--- config.mk ---
export PLATFORM = sky130hd
export DESIGN_NAME = iwdp_watchdog
export DESIGN_NICKNAME = d
export VERILOG_FILES = /design/src/iwdp_tick_gen.v /design/src/iwdp_watchdog.v
export VERILOG_INCLUDE_DIRS = /design/src
export SDC_FILE = /design/constraint.sdc
export NUM_CORES = 1
export LEC_CHECK = 0
export ABC_CLOCK_PERIOD_IN_PS = 2200
export BUFFER_PORTS_ARGS = -buffer_cell sky130_fd_sc_hd__buf_2
export CORE_MARGIN = 10
export CORE_UTILIZATION = 51
export DETAILED_ROUTE_END_ITERATION = 10
export PLACE_DENSITY = 0.85
export SYNTH_ARGS = -nofsm -noshare
export SYNTH_HDL_FRONTEND = slang
export SYNTH_SLANG_ARGS = --single-unit
--- constraint.sdc ---
create_clock -name clk -period 2.2 [get_ports clk]
set_input_delay 0.55 -clock clk [delete_from_list [all_inputs] [get_ports clk]]
set_output_delay 0.55 -clock clk [all_outputs]
set_load 0.01 [all_outputs]
--- src/iwdp_defs.vh ---
// Constants for the interval watchdog reached through one I/O port.
// Assumes a 100 MHz system clock and an 8-bit I/O port bus with strobes.
`ifndef IWDP_DEFS_VH
`define IWDP_DEFS_VH
`define IWDP_PORT_ADDR     16'h0443
`define IWDP_CODE_MIN      8'h01
`define IWDP_CODE_MAX      8'h3e
`define IWDP_INTERVAL_RST  8'h00
`define IWDP_CLK_HZ        100000000
`define IWDP_TICK_SEC      1
`define IWDP_TICK_CYCLES   (`IWDP_CLK_HZ * `IWDP_TICK_SEC)
`endif

--- src/iwdp_tick_gen.v ---
// One-second tick divider for the interval watchdog.
// Assumes clk is the system clock; restart realigns the second boundary.
`timescale 1ns/100ps
`include "iwdp_defs.vh"
module iwdp_tick_gen
#(
  parameter TICK_CYCLES = `IWDP_TICK_CYCLES
)
(
  input  wire clk,
  input  wire rst,
  input  wire restart,
  output reg  tick
);
  reg [31:0] count;

  always @(posedge clk or posedge rst)
  begin
    if (rst)
    begin
      count <= 32'h0;
      tick  <= 1'b0;
    end
    else if (restart)
    begin
      count <= 32'h0;
      tick  <= 1'b0;
    end
    else if (count == TICK_CYCLES - 1)
    begin
      count <= 32'h0;
      tick  <= 1'b1;
    end
    else
    begin
      count <= count + 32'h1;
      tick  <= 1'b0;
    end
  end
endmodule

--- src/iwdp_watchdog.v ---
// Interval watchdog behind a single byte-wide I/O port.
// Assumes ioWr/ioRd are one-cycle strobes synchronous to clk with a stable address.
`timescale 1ns/100ps
`include "iwdp_defs.vh"
module iwdp_watchdog
#(
  parameter TICK_CYCLES = `IWDP_TICK_CYCLES
)
(
  input  wire        clk,
  input  wire        rst,
  input  wire [15:0] ioAddr,
  input  wire [7:0]  ioWrData,
  input  wire        ioWr,
  input  wire        ioRd,
  input  wire        strapResetEn,
  input  wire        strapLedEn,
  input  wire        strapDoLink,
  input  wire        normalDo7,
  output reg  [7:0]  ioRdData,
  output reg         ioRdValid,
  output reg         timeout,
  output reg         active,
  output reg         sysResetReq,
  output reg         frontLed,
  output reg         digital_output_bit7
);
  localparam [1:0] ST_IDLE    = 2'b00;
  localparam [1:0] ST_COUNT   = 2'b01;
  localparam [1:0] ST_EXPIRED = 2'b10;

  reg  [1:0] state;
  reg  [1:0] next_state;
  reg  [7:0] count;
  reg  [7:0] next_count;
  reg  [7:0] interval;
  reg  [7:0] next_interval;
  reg        next_active;
  reg        next_timeout;
  reg        strapResetS1;
  reg        strapResetS2;
  reg        strapLedS1;
  reg        strapLedS2;
  reg        strapDoS1;
  reg        strapDoS2;
  wire       tick;
  wire       wrHit;
  wire       rdHit;
  wire [7:0] code;

  // Both strobes decode the same port address, so the match is written once.
  function port_match;
    input [15:0] addr;
    input        strobe;
    begin
      port_match = (addr == `IWDP_PORT_ADDR) & strobe;
    end
  endfunction

  // Out-of-range codes are clamped so a bad write never gives a zero or overlong interval.
  function [7:0] clamp_code;
    input [7:0] raw;
    begin
      if (raw < `IWDP_CODE_MIN)
        clamp_code = `IWDP_CODE_MIN;
      else if (raw > `IWDP_CODE_MAX)
        clamp_code = `IWDP_CODE_MAX;
      else
        clamp_code = raw;
    end
  endfunction

  assign wrHit = port_match(ioAddr, ioWr);
  assign rdHit = port_match(ioAddr, ioRd);
  assign code  = clamp_code(ioWrData);

  iwdp_tick_gen #(.TICK_CYCLES(TICK_CYCLES)) u_tick
  (
    .clk     (clk),
    .rst     (rst),
    .restart (wrHit),
    .tick    (tick)
  );

  // Straps are board jumpers with no relation to clk, so each passes two flip-flops.
  always @(posedge clk or posedge rst)
  begin
    if (rst)
    begin
      strapResetS1 <= 1'b0;
      strapResetS2 <= 1'b0;
    end
    else
    begin
      strapResetS1 <= strapResetEn;
      strapResetS2 <= strapResetS1;
    end
  end

  always @(posedge clk or posedge rst)
  begin
    if (rst)
    begin
      strapLedS1 <= 1'b0;
      strapLedS2 <= 1'b0;
    end
    else
    begin
      strapLedS1 <= strapLedEn;
      strapLedS2 <= strapLedS1;
    end
  end

  always @(posedge clk or posedge rst)
  begin
    if (rst)
    begin
      strapDoS1 <= 1'b0;
      strapDoS2 <= 1'b0;
    end
    else
    begin
      strapDoS1 <= strapDoLink;
      strapDoS2 <= strapDoS1;
    end
  end

  // A write beats a read in the same cycle, and either one withdraws a pending timeout.
  always @*
  begin
    next_state    = state;
    next_count    = count;
    next_interval = interval;
    next_timeout  = timeout;
    if (wrHit)
    begin
      next_state    = ST_COUNT;
      next_count    = code;
      next_interval = code;
      next_timeout  = 1'b0;
    end
    else if (rdHit)
    begin
      next_state   = ST_IDLE;
      next_timeout = 1'b0;
    end
    else
    begin
      case (state)
        ST_IDLE:
        begin
          next_state = ST_IDLE;
        end
        ST_COUNT:
        begin
          if (tick)
          begin
            next_count = count - 8'h01;
            if (count == 8'h01)
            begin
              next_state   = ST_EXPIRED;
              next_timeout = 1'b1;
            end
          end
        end
        ST_EXPIRED:
        begin
          next_timeout = 1'b1;
        end
        default:
        begin
          next_state   = ST_IDLE;
          next_timeout = 1'b0;
        end
      endcase
    end
    next_active = (next_state == ST_COUNT);
  end

  always @(posedge clk or posedge rst)
  begin
    if (rst)
    begin
      state    <= ST_IDLE;
      count    <= `IWDP_INTERVAL_RST;
      interval <= `IWDP_INTERVAL_RST;
      active   <= 1'b0;
      timeout  <= 1'b0;
    end
    else
    begin
      state    <= next_state;
      count    <= next_count;
      interval <= next_interval;
      active   <= next_active;
      timeout  <= next_timeout;
    end
  end

  // The read answer is a one-cycle pulse; data returns to zero so a stale code is never seen.
  always @(posedge clk or posedge rst)
  begin
    if (rst)
    begin
      ioRdData  <= 8'h00;
      ioRdValid <= 1'b0;
    end
    else
    begin
      ioRdValid <= rdHit;
      ioRdData  <= rdHit ? interval : 8'h00;
    end
  end

  // Routing adds one cycle after timeout, which a system reset can easily afford.
  always @(posedge clk or posedge rst)
  begin
    if (rst)
    begin
      sysResetReq         <= 1'b0;
      frontLed            <= 1'b0;
      digital_output_bit7 <= 1'b0;
    end
    else
    begin
      sysResetReq         <= timeout & strapResetS2;
      frontLed            <= timeout & strapLedS2;
      digital_output_bit7 <= strapDoS2 ? timeout : normalDo7;
    end
  end
endmodule

Word level (Yosys, flattened, before mapping)

Cells that the tools add are included.

Logic and storage cells: 63
Bits of input ports: 32
Bits in registers: 71

Reduce and logical (&&, ||, !) cells: 5
Bitwise logic cells: 4
Add/subtract/negate cells: 2
Equality and inequality tests: 10
Mux-type cells: 22
Order comparisons: 2

Operators by type and width:

| cell                    | count |
|---|---|
| $mux W32                | 2 |
| $mux W8                 | 7 |
| $add A32 B1 Y32 const B | 1 |
| $eq A32 B27 Y1 const B  | 1 |
| $eq A16 B11 Y1 const B  | 1 |
| $eq A8 B1 Y1 const B    | 1 |
| $gt A8 B6 Y1 const B    | 1 |
| $lt A8 B1 Y1 const B    | 1 |
| $mux W2                 | 4 |
| $sub A8 B1 Y8 const B   | 1 |
| $mux W1                 | 7 |
| $reduce_and A3 Y1       | 2 |
| $and A1 B1 Y1           | 4 |
| $eq A2 B1 Y1 const B    | 2 |
| $ne A4 B2 Y1 const B    | 1 |
| $ne A4 B3 Y1 const B    | 1 |
| $pmux W2 S2             | 1 |
| $reduce_bool A2 Y1      | 2 |
| $ne A3 B2 Y1 const B    | 1 |
| $pmux W1 S3             | 1 |
| $eq A2 B2 Y1 const B    | 1 |
| $logic_not A2 Y1        | 1 |
| $ne A2 B1 Y1 const B    | 1 |

Depth between registers and ports, before layout

Gate-level depths: netlist (run 1).

Depth after elaboration: 7
Depth in mapped cells: 8
Gate-level depth less buffers: 7

Cells and area by module

From an unflattened synthesis (run 1), not the netlist that was laid out.

Cell total of the unflattened synthesis: 347
Area total of the unflattened synthesis: 3488.3 sq um

Modules (own cells, without submodules):

| module        | seq. area each (sq um) | cells an instance | area an instance (sq um) | instances |
|---|---|---|---|---|
| iwdp_watchdog | 950.9                  | 159               | 1755.4                   | 1 |
| iwdp_tick_gen | 825.8                  | 188               | 1732.9                   | 1 |

Worst setup path before layout (run 1)

Ideal clock, no wire load.

Path type: reg-to-reg
Start: register u_tick.count[28]
End: register u_tick.count[23]
Setup time: 119 ps
Clock period less this slack: 2177 ps
Stages on the path, launching flop included: 7
Data required time: 2081 ps
Slack: 23 ps
Arrival time: 2058 ps
Cell sequence: dfrtp_1 -> or4_1 -> or4_1 -> or4_4 -> nand2_4 -> buf_6 -> nor2_1

Longest elaborated chain between the ends: 3

Ends and longest elaborated chain:

| item                   | line               | text |
|---|---|---|
| from (decl)            | iwdp_tick_gen.v:15 | `reg [31:0] count;` |
| from (signal assigned) | iwdp_tick_gen.v:36 | `count <= count + 32'h1;` |
| $eq A32 B27 Y1         | iwdp_tick_gen.v:29 | `else if (count == TICK_CYCLES - 1)` |
| $mux W32               | iwdp_tick_gen.v:29 |  |
| $mux W32               | iwdp_tick_gen.v:24 | `else if (restart)` |

Every way passes these cells.
A chain may end at the register's enable or synchronous reset.

Final worst setup path (run 1)

Start: register u_tick.count[28]
End: register u_tick.count[1]

Same word-level chain as after synthesis.

==> results.toml, run 1 <==
[power]
powerDensity_nw_per_um2 = 619
pwr-share-comb = 0.066
power.share.switching = 0.251
clkPwrFrac = 0.369
p_seq_frac = 0.565
leakagePower_uw = 0.00180
ir_worst_vdd_mv = 0.440
p_switching_uw = 614
internal-power_uw = 1830

[floorplan]
fp.dieW_um = 100
die_y_um = 100
io_pins = 46
start_util = 0.522
core-area_um2 = 6310
die_area_um2 = 10100
row_count = 29

[sta]
setup_violations = 0
slew_viol_final = 0
fin_worst_skew_ns = 0.00633
clock.fmax_ghz = 0.464
rsz0062_at_grt = "yes"
timing.hold.ws_ns = 0.296
worst_slack_ns = 0.0458
hold_viol = 0
worst_pin_slew_ns = 0.460
maxSlewHeadroom = 0.690
min_period_ns = 2.15
period_share = 0.979

[placement]
dp.cells = 456
gp_congestion = 0.807
dp_slack_ns = -0.0178
port-buffer-count = 45
place_area_um2 = 3760
dp_hpwl_mm = 4.90

[routing]
viasPerCell = 5.45
wl_per_cell_um = 14.3
ant_nets = 0
vias = 2576
dr.pass1.iters = 4
drtIter0Drc = 99
drc = 0
totalWireLength_mm = 6.76

[yosys]
ys_seq_elements = 71
yosysWarnings = 0
yosysTopAreaCellShare = 0.539
synthFlopType = "dfrtp_1"
yosysMostFrequentCell = "dfrtp_1"
synth-edff-count = 0
syn_avg_cell_area_um2 = 10.1
synth_common_cells = "dfrtp_1, nor2_1, xnor2_1, nand2_1, nor4_1"
synth_area_leaders = "dfrtp_1, xnor2_1, nor2_1, nor4_1, and3_1"
yosysSeqAreaShare = 0.539
syn_inst = 326
ys_types = 33
syn_area_um2 = 3290
synth_largest_area_cell = "dfrtp_1"
async_flop_share = 1.00
synth_nets = 365

[worst_setup_path]
critical_path_buf_inv_count = 1
critPathSlowestCell = "or4_1"
path_cells = "or4_1 -> or4_1 -> or4_4 -> buf_4 -> and3_1"
cp_max_fo = 2
crit_arrival_ns = 2.39
slowest_delay_ns = 0.50
setup.worst_path.start_class = "flip-flop"
crit_path_end_kind = "flip-flop"
crit_type = "reg2reg"
cp_data_required_time_ns = 2.43
cpLargestDelayFamily = "simple AND/OR/NAND/NOR gates"
path_common_cell = "or4_1"

[cells_and_area]
fin_nets = 430
postLayoutCoreUtil = 0.626
num_antenna_cells = 0
areaGrowthSynthToFinish_pct = 20.0
fin_cells = 473
drive_above_1_share = 0.235
final_area_um2 = 3950

[clock_network]
cts.hold.buffers_added = 0
clock_sinks = 71
clk_pin_slew_ns = 0.07
cts_buffers = 9
htree_num_levels = 3
clockBufferDepth = 2
worstSkewPairLatency_ns = 0.34
cts_root_buffer = "clkbuf_8"
cts_tree = "done"

[worst_hold_path]
hold_path.class = "in2async"

[global_routing]
grt_pass1_vias = 2657
grt_max_degree = 72
antenna_found_initial = 0
overflow = 0
grt_pass1_wl_mm = 11.9
gr-usage-all-layers = 0.143

[status]
status = "completed"

[job]
drv_cap = 0
-- timing repair --
| action | CTS | global route |
|---|---|---|
| buffers inserted | 0 | 1 |
| pin swaps | 1 | 3 |
| setup endpoints to repair | 21 | 31 |
| endpoints found under the hold margin | 0 | 0 |
| gates resized for setup | 0 | 6 |
-- registers in the layout (all words and copies together), names as in the netlist, 2 cells and up --
register / flops
u_tick.count: 32
count: 8
interval: 8
ioRdData: 8
state: 2
-- routing by layer --
metal	share of wire	global-route usage	vias to the layer above
met5	0	0	-
met1	0.40	0.162	1254
met2	0.52	0.242	60
met3	0.066	0.0446	11
met4	0.016	0.0652	0
li1	-	-	1251
-- final timing paths --
| kind | startpoint | end | slack, ns | cells past startpoint |
|---|---|---|---|---|
| setup / recovery | u_tick.count[28] | u_tick.count[1] | 0.05 | 5 |
| hold / removal | rst | interval[0] | 0.30 | 3 |
| setup reg to reg | u_tick.count[28] | u_tick.count[1] | 0.05 | 5 |
| hold reg to reg | strapLedS1 | strapLedS2 | 0.35 | 0 |
| max in group asynchronous | rst | u_tick.count[20] | 1.62 | 3 |
| min in group clk | strapResetEn | strapResetS1 | 0.31 | 1 |
-- cells by family (layout without fill, tap and decap cells) --
kind of cell	after synthesis	count (layout)	share of synthesized area
and+or+nand+nor	166	166	0.264
DFF	71	71	0.539
AOI/OAI and AO/OA	20	20	0.0323
buffers and inverters	23	93	0.0330
adders and majority gates	7	7	0.0266
muxes	2	2	0.00646
xor gates and xnor gates	37	37	0.0984
-- worst min-delay path: stages --
cell and delay [ns]:
buf_2 0.11, clkinvlp_4 0.07, buf_12 0.31
-- layout by cell type, fill, tap and decap left out, types with 2 or more instances in the layout --
master      synthesis  layout
dfrtp_1            71      71
nor2_1             52      48
buf_2               0      45
xnor2_1            32      32
nand2_1            21      21
nor4_1             19      19
buf_4               0      17
a21oi_1            16      16
nor3_1             14      14
and3_1             14      14
nand3_1            13      13
inv_1              10       9
clkbuf_8            0       9
and2_1              7       7
nand4_1             7       7
ha_1                7       7
xor2_1              5       5
and4_1              4       4
buf_12              0       4
nor4bb_1            3       3
nor4b_1             3       3
nor2_2              0       3
clkinvlp_4          0       3
clkinv_2            0       3
or4_1               2       2
o21ai_0             2       2
-- cell type report --
cell class,instances,area [um2]
fillers,531,2360
well taps,77,96.3
multi-input cells,232,1420
repair buffers,67,444
inverters,10,41.3
clock inverters,7,47.5
flip-flops and latches,71,1780
clock buffers,9,124
-- stage by stage --
step | setup TNS (ns) | power, uW
6_report | 0 | 2450
3_3_place_gp | 0 | 1560
3_5_place_dp | -0.0560 | 1560
5_1_grt | -1.05 | 2560
2_1_floorplan | 0 | 1480
4_1_cts | 0 | 2470
-- power by group through the flow --
stage	Clock [uW]	Combinational [uW]	Sequential (uW)
floorplan	0	70.2	1410
global placement	0	152	1400
detailed placement	0	156	1410
CTS	931	158	1380
global route	993	185	1390
finish	902	162	1380
(Power assumes the default switching activity.)
==> run 2: changes to the inputs <==
CORE_UTILIZATION = 30   (was 51)
PLACE_DENSITY = 0.59   (was 0.85)
SETUP_SLACK_MARGIN = 0.3   (was not set)
==> run 2 against run 1 <==
Compared with the run above: hold slack lost 0.073 ns; combinational power shrank 2%; setup slack is essentially flat; critical path depth grew 1; sequential share of layout area shrank 1.1 points; largest cell class unchanged; highest routed layer unchanged.
==> results.toml, run 2 (same netlist as run 1, synthesis figures left out) <==
[global_routing]
grt_max_degree = 35
grt_pass1_vias = 2524
overflow = 0
gr-usage-all-layers = 0.0952
grt_pass1_wl_mm = 12.3
antenna_found_initial = 0

[sta]
worst_pin_slew_ns = 0.484
setup_violations = 0
clock.fmax_ghz = 0.464
worst_slack_ns = 0.0457
rsz0062_at_grt = "yes"
maxSlewHeadroom = 0.676
slew_viol_final = 0
hold_viol = 0
period_share = 0.979
fin_worst_skew_ns = 0.00783
min_period_ns = 2.15

[status]
status = "completed"

[worst_setup_path]
cp_data_required_time_ns = 2.43
crit_arrival_ns = 2.39
crit_type = "reg2reg"
crit_path_end_kind = "flip-flop"
setup.worst_path.start_class = "flip-flop"
cp_max_fo = 17

[cells_and_area]
layout_common_cells = "dfrtp_1, nor2_1, buf_2, xnor2_1, nand2_1"
nFillCells = 1038
drive_above_1_share = 0.231
regArea_um2 = 1780
final_area_um2 = 4060
multiInputGateArea_um2 = 1440
largest_reg_flops = 32
areaGrowthSynthToFinish_pct = 23.1
final_common_cell = "dfrtp_1"
top_register = "u_tick.count"
fin_nets = 429
num_antenna_cells = 0

[job]
drv_cap = 0

[floorplan]
io_pins = 46
start_util = 0.305
fp.dieW_um = 125
die_area_um2 = 15600
die_y_um = 125
core-area_um2 = 10800
row_count = 38

[placement]
port-buffer-count = 45
dp_hpwl_mm = 5.21
gp_congestion = 0.862
dp_slack_ns = 0.0390
place_area_um2 = 3820

[routing]
totalWireLength_mm = 7.23
vias = 2527
drtIter0Drc = 166
ant_nets = 0
dr.pass1.iters = 4
viasPerCell = 4.73
drc = 0
wl_per_cell_um = 13.5

[clock_network]
htree_num_levels = 3
cts_tree = "done"
cts_root_buffer = "clkbuf_8"
worstSkewPairLatency_ns = 0.35
clk_pin_slew_ns = 0.07
clock_sinks = 71
cts_buffers = 9
clockBufferDepth = 2

[worst_hold_path]
hold_path.class = "in2async"

[power]
leakagePower_uw = 0.00181
ir_worst_vdd_mv = 0.238
powerDensity_nw_per_um2 = 637
-- run 2: cell count changes in the layout (fill, tap and decap cells not counted), moves of 2 or more --
cell	delta
clkinvlp_4	-2
nor2_1	+4
nor2_2	-3
nor4_1	-3
nor4_2	+3
-- run 2: what timing repair did --
action	CTS	global route
endpoints found under the setup margin	33	34
buffers inserted	2	1
resized for setup	1	2
endpoints found under the hold margin	0	0
hold buffers	0	0
-- run 2: worst paths after layout --
check                           cells after the start                to  slack [ns]             start
worst min register to register                      0         strapDoS2        0.35         strapDoS1
worst min-delay path                                2   u_tick.count[5]        0.22               rst
max in group asynchronous                           3  u_tick.count[18]        1.40               rst
worst max-delay path                                6  u_tick.count[22]        0.05  u_tick.count[28]
worst max register to register                      6  u_tick.count[22]        0.05  u_tick.count[28]
min in group clk                                    1      strapResetS1        0.31      strapResetEn
-- run 2: where the power goes --
group	total [uW]	internal [uW]	switching, uW
logic	158	70.2	87.6
clock network	1050	550	496
registers	1380	1350	31.9
total	2590	1970	616
-- run 2: metal layers --
metal | vias up | wire length, um | part of all wire | track usage
met1 | 1217 | 3280 | 0.45 | 0.115
met5 | - | 0 | 0 | 0
met2 | 53 | 3470 | 0.48 | 0.152
met3 | 9 | 391 | 0.054 | 0.0366
met4 | 0 | 96 | 0.013 | 0.0322
li1 | 1248 | - | - | -
-- run 2: cell type report --
class,instances,area share
Timing Repair Buffer,66,0.107
Tap cell,140,0.0432
Inverter,10,0.0102
Clock inverter,5,0.0142
Clock buffer,10,0.0339
Sequential cell,71,0.438
Multi-Input combinational cell,232,0.354
-- run 2: through the flow --
| stage | utilization | std cells | TNS (ns) | hold WS (ns) | power [uW] |
|---|---|---|---|---|---|
| global placement | 0.354 | 516 | 0 | 0.337 | 1560 |
| detailed placement | 0.354 | 516 | 0 | 0.339 | 1570 |
| finish | 0.376 | 534 | 0 | 0.223 | 2590 |
| global route | 0.376 | 534 | -0.727 | 0.245 | 2720 |
| CTS | 0.374 | 533 | 0 | 0.224 | 2630 |
| floorplan | - | 326 | 0 | 0.331 | 1480 |
-- run 2: critical path, stage by stage (launching register included) --
cell and delay, ns:
dfrtp_1 0.37, or4_1 0.51, or4_1 0.41, or4_4 0.45, nand2_4 0.10, buf_12 0.15, nor2_1 0.05
==> run 3: changes to the inputs <==
BUFFER_PORTS_ARGS = -buffer_cell sky130_fd_sc_hd__buf_4   (was -buffer_cell sky130_fd_sc_hd__buf_2)
==> run 3 against run 2 <==
Compared with the run above: sequential cell count did not move; global-route usage fell by 0.056 points; fmax barely moved; power rose by 0.25%; sequential power barely moved; critical path type unchanged; largest cell class unchanged; register-to-register slack barely moved; cell area rose by 3.3%.
==> results.toml, run 3 (same netlist as run 1, synthesis figures left out) <==
[placement]
gp_congestion = 0.855
port-buffer-count = 45
dp.cells = 517
dp_hpwl_mm = 5.12
place_area_um2 = 3950

[worst_setup_path]
rrSetupSlack_ns = 0.05
crit_path_end_kind = "flip-flop"
crit_type = "reg2reg"
critical_path_buf_inv_count = 1
r2r-start = "u_tick.count[28]"
r2r_end = "u_tick.count[21]"
cp_data_required_time_ns = 2.43
cp_max_fo = 12
slowest_delay_ns = 0.51
critPathSlowestCell = "or4_1"
setup.worst_path.start_class = "flip-flop"
crit_arrival_ns = 2.39
cpLargestDelayFamily = "simple AND/OR/NAND/NOR gates"
path_cells = "or4_1 -> or4_1 -> or4_4 -> nand2_4 -> buf_12 -> nor2_1"
reg2regPathDepth = 6
path_common_cell = "or4_1"

[clock_network]
clk_pin_slew_ns = 0.07
cts.hold.buffers_added = 0
cts_root_buffer = "clkbuf_8"
clockBufferDepth = 2
cts_tree = "done"
worstSkewPairLatency_ns = 0.35
cts_buffers = 9
htree_num_levels = 3
clock_sinks = 71

[cells_and_area]
regArea_um2 = 1780
drive_above_1_share = 0.244
top_register = "u_tick.count"
nFillCells = 1044
fin_nets = 431
largest_reg_flops = 32
layout_common_cells = "dfrtp_1, buf_4, nor2_1, xnor2_1, nand2_1"
final_area_um2 = 4190
multiInputGateArea_um2 = 1440
final_common_cell = "dfrtp_1"
num_antenna_cells = 0
postLayoutCoreUtil = 0.388
areaGrowthSynthToFinish_pct = 27.2
fin_cells = 537

[floorplan]
start_util = 0.305
io_pins = 46
die_y_um = 125
row_count = 38
core-area_um2 = 10800
fp.dieW_um = 125
die_area_um2 = 15600

[sta]
slew_viol_final = 0
hold_viol = 0
fin_worst_skew_ns = 0.0124
period_share = 0.979
min_period_ns = 2.15
rsz0062_at_grt = "yes"
setup_violations = 0
maxSlewHeadroom = 0.722
worst_pin_slew_ns = 0.407
clock.fmax_ghz = 0.464

[power]
leakagePower_uw = 0.00185
powerDensity_nw_per_um2 = 619
ir_worst_vdd_mv = 0.240
finalPower_uw = 2590

[routing]
drc = 0
dr.pass1.iters = 4
vias = 2527
drtIter0Drc = 170
totalWireLength_mm = 7.28
wl_per_cell_um = 13.6
viasPerCell = 4.71
ant_nets = 0

[global_routing]
grt_pass1_vias = 2550
antenna_found_initial = 0
gr-usage-all-layers = 0.0946
grt_pass1_wl_mm = 12.4
grt_max_degree = 72
overflow = 0

[status]
status = "completed"

[job]
drv_cap = 0

[worst_hold_path]
hold_path.class = "in2async"
==> run 3: cell count changes in the layout (fill, tap and decap cells not counted), sizes merged <==
cell and change:
buf +2, clkbuf -1, clkinvlp +2
==> run 3: worst reg2reg max path: cells and delay by family (launching register included) <==
kind	cells	cell delay, ns
flops	1	0.37
buf+inv	1	0.14
simple gates	5	1.54
==> run 3: how the worst max path moves through the flow <==
stage                     slack, ns        startpoint  depth (start not counted)                to
final                          0.05  u_tick.count[28]                          6  u_tick.count[21]
after floorplan                0.10  u_tick.count[28]                          6  u_tick.count[18]
after CTS                      0.04  u_tick.count[28]                          6  u_tick.count[24]
after global placement         0.02         ioAddr[2]                          6       interval[3]
after detailed placement       0.03         ioAddr[2]                          6       interval[3]
after global routing          -0.04  u_tick.count[28]                          6  u_tick.count[28]
==> run 3: final cells by class <==
type,count,area share
Clock buffer,9,0.0296
Clock inverter,7,0.0173
Inverter,10,0.00985
Multi-Input combinational cell,232,0.344
Sequential cell,71,0.424
Tap cell,140,0.0418
Timing Repair Buffer,68,0.134
==> run 3: what timing repair did <==
item / 4_1_cts / 5_1_grt
setup buffers: 2 / 2
gates resized for setup: 1 / 5
setup endpoints to repair: 33 / 41
==> run 3: per-layer routing <==
| metal | up-vias | track usage | share of wire |
|---|---|---|---|
| li1 | 1254 | - | - |
| met1 | 1210 | 0.115 | 0.46 |
| met2 | 54 | 0.152 | 0.48 |
| met3 | 9 | 0.0332 | 0.051 |
| met4 | 0 | 0.0315 | 0.011 |
| met5 | - | 0 | 0 |
==> run 3: power breakdown <==
| part | total, uW | internal [uW] | switching [uW] |
|---|---|---|---|
| Clock | 1030 | 525 | 501 |
| Sequential | 1380 | 1350 | 33.9 |
| Combinational | 183 | 95.3 | 87.4 |
==> run 3: per-stage QoR <==
stage               TNS (ns)  setup WS (ns)  hold slack (ns)
floorplan                  0          0.100            0.331
global placement           0         0.0158            0.339
detailed placement         0         0.0297            0.335
CTS                        0         0.0386            0.294
global route          -0.606        -0.0358            0.286
finish                     0         0.0463            0.303
